==> src/include/powerfail_pkg.sv <==
package powerfail_pkg;
   // Host register access
   localparam logic [7:0] SELECT_CODE      = 8'h05;
   localparam logic [7:0] REG_CAUSE        = 8'h01;
   localparam logic [7:0] REG_ENABLE_MASK  = 8'h02;
   localparam logic [7:0] REG_PBACK_DELAY  = 8'h05;
   localparam logic [7:0] REG_PROTECTION   = 8'h06;
   localparam logic [7:0] REG_PFAIL_DELAY  = 8'h07;
   localparam logic [7:0] REG_MEM_FIRST    = 8'h08;
   localparam logic [7:0] REG_MEM_LAST     = 8'h47;
   localparam int         MEM_BYTES        = 64;
   // Event bit positions
   localparam int         BIT_PFAIL        = 0;
   localparam int         BIT_PBACK        = 1;
   localparam int         BIT_ONE_SEC      = 2;
   localparam int         EVENT_BITS       = 3;
   // Reset values, delays in hundredths of a second
   localparam logic [15:0] RST_PBACK_DELAY = 16'h0032;
   localparam logic [15:0] RST_PROTECTION  = 16'h1770;
   localparam logic [15:0] RST_PFAIL_DELAY = 16'h000a;
   localparam logic [7:0]  RST_ENABLE_MASK = 8'h00;
   // Timing
   localparam int         CLK_HZ           = 100_000_000;
   localparam int         TICK_MS          = 10;
   localparam int         TICK_CYCLES      = CLK_HZ / 1000 * TICK_MS;
   localparam logic [15:0] OVERHEAT_LIMIT  = 16'd6000;
   localparam logic [15:0] ONE_SEC_HUND    = 16'd100;
   localparam int         RTC_HUND_PER_SEC = 100;
endpackage : powerfail_pkg

==> src/rtl/powerfail_protection_controller.sv <==
`timescale 1ns/1ps
// Function
// - Answer only at select code five
// - Sixty-four backed bytes at registers 8-71
// - Clock and bytes survive shutdown
// - Powerfail timer zeroed, counts after failure
// - Power-failed event after programmed delay
// - Power off at protection time
// - Power-back timer zeroed, counts on return
// - Leave powerfail state after back delay
// - Overheat timer rises while failed
// - Overheat falls half rate, stops zero
// - Power off at sixty seconds overheat
// - Interrupt near one second remaining
// - Interrupt when power returns
// - Interrupt when failure detected
// - Mask one selects power-failed only
// - Cause register readable at register one
// - Mask seven enables all three
// - Cause bits sticky, cleared by read
// - Delays counted in hundredths of second
module powerfail_protection_controller
   import powerfail_pkg::*;
#(
   parameter int TICK_DIV = TICK_CYCLES
) (
   // Clock and reset
   input  wire logic        i_clk_sys,
   input  wire logic        i_rst,
   // Host register port
   input  wire logic [7:0]  i_sel_code,
   input  wire logic [7:0]  i_reg_num,
   input  wire logic        i_wr,
   input  wire logic        i_rd,
   input  wire logic [15:0] i_wdata,
   output logic      [15:0] o_rdata,
   output logic             o_rvalid,
   // Power sensing
   input  wire logic        i_ac_present,
   // System outputs
   output logic             o_irq,
   output logic             o_power_off,
   output logic             o_pfail_state,
   output logic [31:0]      o_rtc_seconds
);

   initial begin
      if (TICK_DIV < 1) begin
         $error("TICK_DIV must be at least one");
      end
   end

   typedef enum {ST_NORMAL, ST_PENDING, ST_FAILED, ST_RETURNING} pf_state_t;

   pf_state_t        state;
   logic [31:0]      tick_cnt;
   logic             tick;
   logic [6:0]       hund_cnt;
   logic [15:0]      pfail_timer;
   logic [15:0]      pback_timer;
   logic [15:0]      overheat;
   logic             half_rate;
   logic [15:0]      pback_delay;
   logic [15:0]      protection;
   logic [15:0]      pfail_delay;
   logic [7:0]       enable_mask;
   logic [EVENT_BITS-1:0] cause;
   logic [EVENT_BITS-1:0] event_set;
   logic             one_sec_done;
   logic [7:0]       mem [MEM_BYTES];
   logic             selected;
   logic             rd_cause;
   logic             ac_q;

   assign selected = (i_sel_code == SELECT_CODE);
   assign rd_cause = selected && i_rd && (i_reg_num == REG_CAUSE);

   always_ff @(posedge i_clk_sys or posedge i_rst) begin
      if (i_rst) begin
         tick_cnt <= 32'h0000_0000;
         tick     <= 1'b0;
      end else if (tick_cnt == 32'(TICK_DIV - 1)) begin
         tick_cnt <= 32'h0000_0000;
         tick     <= 1'b1;
      end else begin
         tick_cnt <= tick_cnt + 32'h0000_0001;
         tick     <= 1'b0;
      end
   end

   always_ff @(posedge i_clk_sys or posedge i_rst) begin
      if (i_rst) begin
         hund_cnt      <= 7'h00;
         o_rtc_seconds <= 32'h0000_0000;
      end else if (tick) begin
         if (hund_cnt == 7'(RTC_HUND_PER_SEC - 1)) begin
            hund_cnt      <= 7'h00;
            o_rtc_seconds <= o_rtc_seconds + 32'h0000_0001;
         end else begin
            hund_cnt <= hund_cnt + 7'h01;
         end
      end
   end

   always_ff @(posedge i_clk_sys or posedge i_rst) begin
      if (i_rst) begin
         ac_q <= 1'b1;
      end else begin
         ac_q <= i_ac_present;
      end
   end

   // Powerfail sequence
   always_ff @(posedge i_clk_sys or posedge i_rst) begin
      if (i_rst) begin
         state       <= ST_NORMAL;
         pfail_timer <= 16'h0000;
         pback_timer <= 16'h0000;
      end else begin
         case (state)
            ST_NORMAL: begin
               if (!ac_q) begin
                  pfail_timer <= 16'h0000;
                  state       <= ST_PENDING;
               end
            end
            ST_PENDING: begin
               if (ac_q) begin
                  state <= ST_NORMAL;
               end else if (tick) begin
                  pfail_timer <= pfail_timer + 16'h0001;
                  if (pfail_timer + 16'h0001 >= pfail_delay) begin
                     state <= ST_FAILED;
                  end
               end
            end
            ST_FAILED: begin
               if (ac_q) begin
                  pback_timer <= 16'h0000;
                  state       <= ST_RETURNING;
               end else if (tick) begin
                  pfail_timer <= pfail_timer + 16'h0001;
               end
            end
            ST_RETURNING: begin
               if (!ac_q) begin
                  state <= ST_FAILED;
               end else if (tick) begin
                  pback_timer <= pback_timer + 16'h0001;
                  if (pback_timer + 16'h0001 >= pback_delay) begin
                     state <= ST_NORMAL;
                  end
               end
            end
            default: begin
               state <= ST_NORMAL;
            end
         endcase
      end
   end

   always_ff @(posedge i_clk_sys or posedge i_rst) begin
      if (i_rst) begin
         overheat  <= 16'h0000;
         half_rate <= 1'b0;
      end else if (tick) begin
         if (!ac_q) begin
            half_rate <= 1'b0;
            if (overheat < OVERHEAT_LIMIT) begin
               overheat <= overheat + 16'h0001;
            end
         end else begin
            half_rate <= ~half_rate;
            if (half_rate && overheat != 16'h0000) begin
               overheat <= overheat - 16'h0001;
            end
         end
      end
   end

   always_ff @(posedge i_clk_sys or posedge i_rst) begin
      if (i_rst) begin
         o_power_off <= 1'b0;
      end else if (overheat >= OVERHEAT_LIMIT) begin
         o_power_off <= 1'b1;
      end else if ((state == ST_PENDING || state == ST_FAILED) && pfail_timer >= protection) begin
         o_power_off <= 1'b1;
      end else if (selected && i_wr && i_reg_num == 8'h00 && i_wdata != 16'h0000) begin
         o_power_off <= 1'b1;
      end
   end

   // Event detection
   always_comb begin
      event_set = '0;
      event_set[BIT_PFAIL] = (state == ST_PENDING) && tick && !ac_q &&
                             (pfail_timer + 16'h0001 >= pfail_delay);
      event_set[BIT_PBACK] = (state == ST_RETURNING) && tick && ac_q &&
                             (pback_timer + 16'h0001 >= pback_delay);
      event_set[BIT_ONE_SEC] = !one_sec_done && (state == ST_FAILED || state == ST_PENDING) &&
                               (pfail_timer + ONE_SEC_HUND >= protection);
   end

   always_ff @(posedge i_clk_sys or posedge i_rst) begin
      if (i_rst) begin
         one_sec_done <= 1'b0;
      end else if (state == ST_NORMAL) begin
         one_sec_done <= 1'b0;
      end else if (event_set[BIT_ONE_SEC]) begin
         one_sec_done <= 1'b1;
      end
   end

   always_ff @(posedge i_clk_sys or posedge i_rst) begin
      if (i_rst) begin
         cause <= '0;
      end else if (rd_cause) begin
         cause <= event_set;
      end else begin
         cause <= cause | event_set;
      end
   end

   always_ff @(posedge i_clk_sys or posedge i_rst) begin
      if (i_rst) begin
         o_irq <= 1'b0;
      end else begin
         o_irq <= |(cause & enable_mask[EVENT_BITS-1:0]);
      end
   end

   always_ff @(posedge i_clk_sys or posedge i_rst) begin
      if (i_rst) begin
         o_pfail_state <= 1'b0;
      end else begin
         o_pfail_state <= (state == ST_FAILED) || (state == ST_RETURNING);
      end
   end

   // Control register writes
   always_ff @(posedge i_clk_sys or posedge i_rst) begin
      if (i_rst) begin
         enable_mask <= RST_ENABLE_MASK;
         pback_delay <= RST_PBACK_DELAY;
         protection  <= RST_PROTECTION;
         pfail_delay <= RST_PFAIL_DELAY;
      end else if (selected && i_wr) begin
         case (i_reg_num)
            REG_ENABLE_MASK: enable_mask <= {5'h00, i_wdata[EVENT_BITS-1:0]};
            REG_PBACK_DELAY: pback_delay <= i_wdata;
            REG_PROTECTION:  protection  <= i_wdata;
            REG_PFAIL_DELAY: pfail_delay <= i_wdata;
            default: begin
            end
         endcase
      end
   end

   generate
      for (genvar g = 0; g < MEM_BYTES; g++) begin : g_mem
         always_ff @(posedge i_clk_sys or posedge i_rst) begin
            if (i_rst) begin
               mem[g] <= 8'h00;
            end else if (selected && i_wr && i_reg_num == REG_MEM_FIRST + 8'(g)) begin
               mem[g] <= i_wdata[7:0];
            end
         end
      end
   endgenerate

   always_ff @(posedge i_clk_sys or posedge i_rst) begin
      if (i_rst) begin
         o_rdata  <= 16'h0000;
         o_rvalid <= 1'b0;
      end else begin
         o_rvalid <= selected && i_rd;
         if (selected && i_rd) begin
            if (i_reg_num >= REG_MEM_FIRST && i_reg_num <= REG_MEM_LAST) begin
               o_rdata <= {8'h00, mem[6'(i_reg_num - REG_MEM_FIRST)]};
            end else begin
               case (i_reg_num)
                  REG_CAUSE:       o_rdata <= {13'h0000, cause};
                  REG_ENABLE_MASK: o_rdata <= {8'h00, enable_mask};
                  8'h03:           o_rdata <= {14'h0000, ~ac_q, o_pfail_state};
                  8'h04:           o_rdata <= overheat;
                  REG_PBACK_DELAY: o_rdata <= pback_timer;
                  REG_PROTECTION:  o_rdata <= pfail_timer;
                  default:         o_rdata <= 16'h0000;
               endcase
            end
         end
      end
   end

endmodule : powerfail_protection_controller

==> config.mk <==
export PLATFORM = sky130hd
export DESIGN_NAME = powerfail_protection_controller
export DESIGN_NICKNAME = d
export VERILOG_FILES = /design/src/include/powerfail_pkg.sv /design/src/rtl/powerfail_protection_controller.sv
export SDC_FILE = /design/constraint.sdc
export NUM_CORES = 2
export LEC_CHECK = 0
export BUFFER_PORTS_ARGS = -buffer_cell sky130_fd_sc_hd__buf_2
export CAP_MARGIN = 10
export CORE_MARGIN = 2
export CORE_UTILIZATION = 30
export DETAILED_ROUTE_END_ITERATION = 16
export HOLD_SLACK_MARGIN = 0.08
export SYNTH_ARGS = -nofsm -noshare
export SYNTH_HDL_FRONTEND = slang
export SYNTH_SLANG_ARGS = --single-unit
==> constraint.sdc <==
create_clock -name i_clk_sys -period 25.3 [get_ports i_clk_sys]
set_input_delay 3.795 -clock i_clk_sys [delete_from_list [all_inputs] [get_ports i_clk_sys]]
set_output_delay 3.795 -clock i_clk_sys [all_outputs]
set_load 0.02 [all_outputs]
# After elaboration in Yosys (flattened, before gate mapping)
# Cells that the tools add are included.
[word_totals]
ff_bits = 741
latch_bits = 0
ram_bits = 0
rom_bits = 0
output_inout_bits = 52
n_memories = 0
[classes]
addsub = 9
n_mul = 0
n_div = 0
magnitude_cmp = 9
eq_ne = 91
shift = 0
muxes = 35
bitwise_logic = 5
reduce_logical = 105
[ops]
columns = ["op", "count"]
rows = [
  ["2-to-1 mux 32 bit", 9],
  ["equality test 8 x 6 -> 1 bit, second input constant", 32],
  ["2-to-1 mux 16 bit", 10],
  ["equality test 8 x 5 -> 1 bit, second input constant", 16],
  ["case mux 32 bit (4 select lines)", 1],
  ["equality test 32 x 2 -> 1 bit, second input constant", 3],
  ["case mux 16 bit (6 select lines)", 1],
  ["logical AND 1 bit", 80],
  ["adder 32 x 1 -> 32 bit, second input constant", 2],
  ["equality test 32 x 3 -> 1 bit, second input constant", 2],
  ["equality test 8 x 4 -> 1 bit, second input constant", 8],
  ["equality test 8 x 7 -> 1 bit, second input constant", 8],
  ["greater-or-equal comparator 16 bit", 4],
  ["logical NOT 32 bit", 2],
  ["case mux 16 bit (2 select lines)", 2],
  ["adder 16 x 1 -> 16 bit, second input constant", 3],
  ["binary-select mux 8 bit (select 6 bit)", 1],
  ["equality test 8 x 3 -> 1 bit, second input constant", 5],
  ["equality test 32 x 1 -> 1 bit, second input constant", 1],
  ["equality test 32 x 20 -> 1 bit, second input constant", 1],
  ["nonzero test 16 bit", 2],
  ["adder 16 x 7 -> 16 bit, second input constant", 1],
  ["equality test 8 x 2 -> 1 bit, second input constant", 2],
  ["greater-or-equal comparator 16 x 13 -> 1 bit, second input constant", 1],
  ["other kinds (31)", 57],
]

# Longest topological paths before layout
[depth]
depth_word = 7
mapped_depth = 14

# Worst setup path before layout
# OpenSTA, ideal clock, no wires.
[synth_timing]
kind = "input to register"
from = "input i_reg_num[5]"
to = "register mem[448] (netlist name)"
setup_ps = 125
arrival_ps = 5773
required_time_ps = 25175
path_slack_ps = 19402
path_stages = 8
n_path_buf = 4
path_cell_list = "clkbuf_1 -> or4_1 -> clkbuf_1 -> or2_2 -> clkbuf_1 -> buf_6 -> nor2_4 -> mux2_2"
[synth_between]
elab_chain_cells = 2
[synth_lines]
columns = ["item", "line", "source"]
rows = [
  ["from (decl)", "powerfail_protection_controller.sv:32", "input wire logic [7:0] i_reg_num,"],
  ["equality test 8 x 4 -> 1 bit", "powerfail_protection_controller.sv:264", "end else if (selected && i_wr && i_reg_num == REG_MEM_FIRST + 8'(g)) begin"],
  ["logical AND 1 bit", "powerfail_protection_controller.sv:264", ""],
  ["to (signal, indexed assignment)", "powerfail_protection_controller.sv:265", "mem[g] <= i_wdata[7:0];"],
  ["to (decl)", "powerfail_protection_controller.sv:70", "logic [7:0] mem [MEM_BYTES];"],
]
# No other way between the ends.
# A chain may end at the register's enable or synchronous reset.

# Worst setup path after layout
[layout_timing]
from = "input i_reg_num[1]"
to = "register o_rdata[2]"
[layout_between]
elab_chain_cells = 6
word_cells_on_any_way = 16
classes_between = "add/sub (1); order compare (2); eq/ne (6); mux (5); bitwise (1); reduce/logical (1)"
[layout_lines]
columns = ["item", "line", "source"]
rows = [
  ["subtractor 6 x 4 -> 6 bit", "powerfail_protection_controller.sv:279", "o_rdata <= {8'h00, mem[6'(i_reg_num - REG_MEM_FIRST)]};"],
  ["NOT 6 -> 7 bit (not written as such)", "powerfail_protection_controller.sv:279", ""],
  ["binary-select mux 8 bit (select 6 bit)", "powerfail_protection_controller.sv:279", ""],
  ["2-to-1 mux 8 bit (not written as such) (2 in a row)", "powerfail_protection_controller.sv:279", ""],
  ["2-to-1 mux 16 bit *", "powerfail_protection_controller.sv:278", "if (i_reg_num >= REG_MEM_FIRST && i_reg_num <= REG_MEM_LAST) begin"],
  ["to (signal assigned)", "powerfail_protection_controller.sv:279", ""],
  ["to (signal assigned)", "powerfail_protection_controller.sv:282", "REG_CAUSE: o_rdata <= {13'h0000, cause};"],
  ["to (signal assigned)", "powerfail_protection_controller.sv:283", "REG_ENABLE_MASK: o_rdata <= {8'h00, enable_mask};"],
  ["to (decl)", "powerfail_protection_controller.sv:36", "output logic [15:0] o_rdata,"],
]
# Mark *: on every way between the ends. The rest lies on a longest branch, timed or not. The select of a mux whose other input is x is not followed.

==> results.ini <==
[status]
status=finished clean

[finish]
fillers=11400
drive_above_1_share=0.357
synthToLayoutAreaGrowth_pct=13.8
multi_input_area_mm2=0.0163
final_cell_mix=dfrtp_1, mux2_2, nand2_1, mux4_2, o21ai_0
final-seq-area_mm2=0.0178
fin_nets=2859
final_common_cell=dfrtp_1
postLayoutCoreUtil=0.344

[setup_path]
r2r_cells=13
arrival_ps=7270
path_max_fanout=66
cp.required_ps=25780
endpoint_kind=flip-flop
cp-start-kind=input port
startpoint=i_reg_num[1]
crit_chain=buf_6, buf_4, mux4_2, a22oi_1, nand2_1, a221oi_1, nor2_1, a31oi_1, o21ai_0
path_class=in -> reg
cpMaxStageDelayCell=buf_4
slowest_delay_ps=740
worstReg2RegStart=pfail_timer[2]

[route]
drtIter0Drc=1434
routed_wl_um=90000
drtPass1Iterations=6
routed_via_density=5.12
num_vias=22100
ant_nets=0
drcViolationCount=0
wl_per_cell_um=20.8

[sta]
slew_headroom=0.296
drv_slew=0
fin_crit_sh=0.269
tightest_slew_ps=1050
setup_tns_ps=0
rsz0062_at_grt=no
whs_ps=473
clock.fmax_mhz=147
hold_violations=0
fin_skew_ps=34.7
period_minus_slack_ps=6790
setup_violations=0

[floorplanning]
rows=125
die_x_um=346
core_area_mm2=0.116
die_y_um=346
start_util=0.302
top_level_ports=89
dieArea_mm2=0.120

[clock_tree]
cts.sinks=711
clkTransAtPathRegs_ps=50
cts_max_level=3
cts_tree=yes
cts_setup_buffers=0
cts.root.buffer_cell=clkbuf_16
cts_hold_buf=0
cts_resized=0
cts_buffers=82
clk_path_buf_depth=3
clock_latency_ps=670

[grt]
antenna_found_initial=12
grt-ovfl-total=0
grt_pass1_wl_um=141000
grt_pass1_vias=22900
grt_use_total=0.151
grt_max_degree=85

[synthesis]
synth_area_leaders=dfrtp_1, mux2_2, mux4_2
yosysTopAreaCell=dfrtp_1
seq_area_frac_synth=0.508
synth-edff-count=0
async_reset_ff_frac=1.00
synth_top_flop_cell=dfrtp_1
syn_area_mm2=0.0351
avgSynthCellArea_um2=13.1
ys_seq_elements=711
synth-simple-area-share=0.0811
synth_xor_area_frac=0.0285
muxShareOfSynthArea=0.261
synth_top_family_by_area=multiplexers
ys_types=76
syn_nets=2811
yosysTopAreaCellShare=0.498
synth-compound-area-share=0.0626
synthAdderAreaFrac=0.0316
synth_warnings=0
postSynthCellCount=2686

[pwr]
p_switching_mw=0.613
vdd_ir_drop_max_mv=0.0489
leakage_nw=18.9
p_seq_frac=0.453
power_density_mw_per_mm2=63.5
share_comb_of_total_power=0.054
p_int_mw=1.92
clkPwrFrac=0.493
power_mw=2.53
switching_share=0.242

[worst_hold_path]
holdCritStartpoint=tick_cnt[0]
hold-path-cell-count=1
hold_class=reg -> reg

[place]
place.gp.congestion=0.816
io_buffers=88
hpwl_um=57600

[job]
max_cap_viol_count=0

==> state kept, by name (all words and copies together) (netlist names), 3 cells and up, named ones only <==
signal and count:
cause 3, enable_mask 3, hund_cnt 7, mem 512
o_rdata 16, o_rtc_seconds 32, overheat 16, pback_delay 16
pback_timer 16, pfail_delay 16, pfail_timer 16, protection 16
tick_cnt 32
==> synthesized netlist by cell type (13+ instances only) <==
| master | count |
|---|---|
| mux2_1 | 23 |
| mux4_2 | 129 |
| clkbuf_1 | 116 |
| o21ai_0 | 105 |
| nor2b_1 | 20 |
| nor2_1 | 98 |
| a31oi_1 | 16 |
| buf_2 | 25 |
| dfrtp_1 | 698 |
| inv_1 | 69 |
| nand3_1 | 52 |
| nand2b_1 | 14 |
| a21o_1 | 13 |
| nor2_2 | 24 |
| a22o_1 | 20 |
| nand4_1 | 25 |
| a22oi_1 | 46 |
| nor2_4 | 20 |
| nor4_1 | 15 |
| nand2_1 | 168 |
| dfstp_2 | 13 |
| ha_1 | 87 |
| xnor2_1 | 72 |
| and3_1 | 28 |
| a21oi_1 | 43 |
| xor2_1 | 42 |
| mux2_2 | 523 |
==> final timing paths <==
check	endpoint	slack [ps]
min in group asynchronous	protection[14]	3170
hold reg to reg	tick_cnt[0]	470
setup reg to reg	state[0]	21490
hold / removal	tick_cnt[0]	470
setup / recovery	o_rdata[2]	18510
max in group asynchronous	mem[117]	19070
==> cells by family after synthesis <==
family                     Yosys count
AOI/OAI and AO/OA                  332
buffers and inverters              228
and+or+nand+nor                    527
xor gates and xnor gates           114
DFF                                711
adders and majority gates           88
muxes                              686
==> worst max-delay path: cells and delay by family <==
kind	cells	cell delay [ps]
buffers and inverters	2	1290
AO/OA/AOI/OAI	4	1330
AND/OR/NAND/NOR	2	290
multiplexers	1	410
==> stage by stage <==
step / worst slack, ps / instances / area, um2
finish: 18510 / 4323 / 39900
global route: 18230 / 4322 / 39900
CTS: 18460 / 4322 / 39900
detailed placement: 17730 / 4174 / 37000
global placement: 17730 / 4174 / 37000
floorplan: 1580 / 2686 / 35100
==> power by group through the flow <==
stage	clock [mW]	combinational [mW]	sequential [mW]
final	1.25	0.136	1.15
after global routing	1.33	0.150	1.15
after CTS	1.28	0.138	1.15
after detailed placement	0	0.138	1.17
after global placement	0	0.138	1.17
after floorplan	0	0.0886	1.17
==> final cells by class <==
class                           instances  area share
Inverter                               70     0.00678
Clock buffer                          108      0.0582
Timing Repair Buffer                  122      0.0178
Clock inverter                         40      0.0132
Antenna cell                            1   0.0000627
Sequential cell                       711       0.446
Multi-Input combinational cell       1747       0.410
Tap cell                             1524      0.0478
==> layer usage <==
layer  wire (um)  global-route usage
met1       40600               0.206
met2       41000               0.235
met3        5850              0.0384
met4        2450              0.0468
met5          66                   0
(Power assumes the default switching activity.)
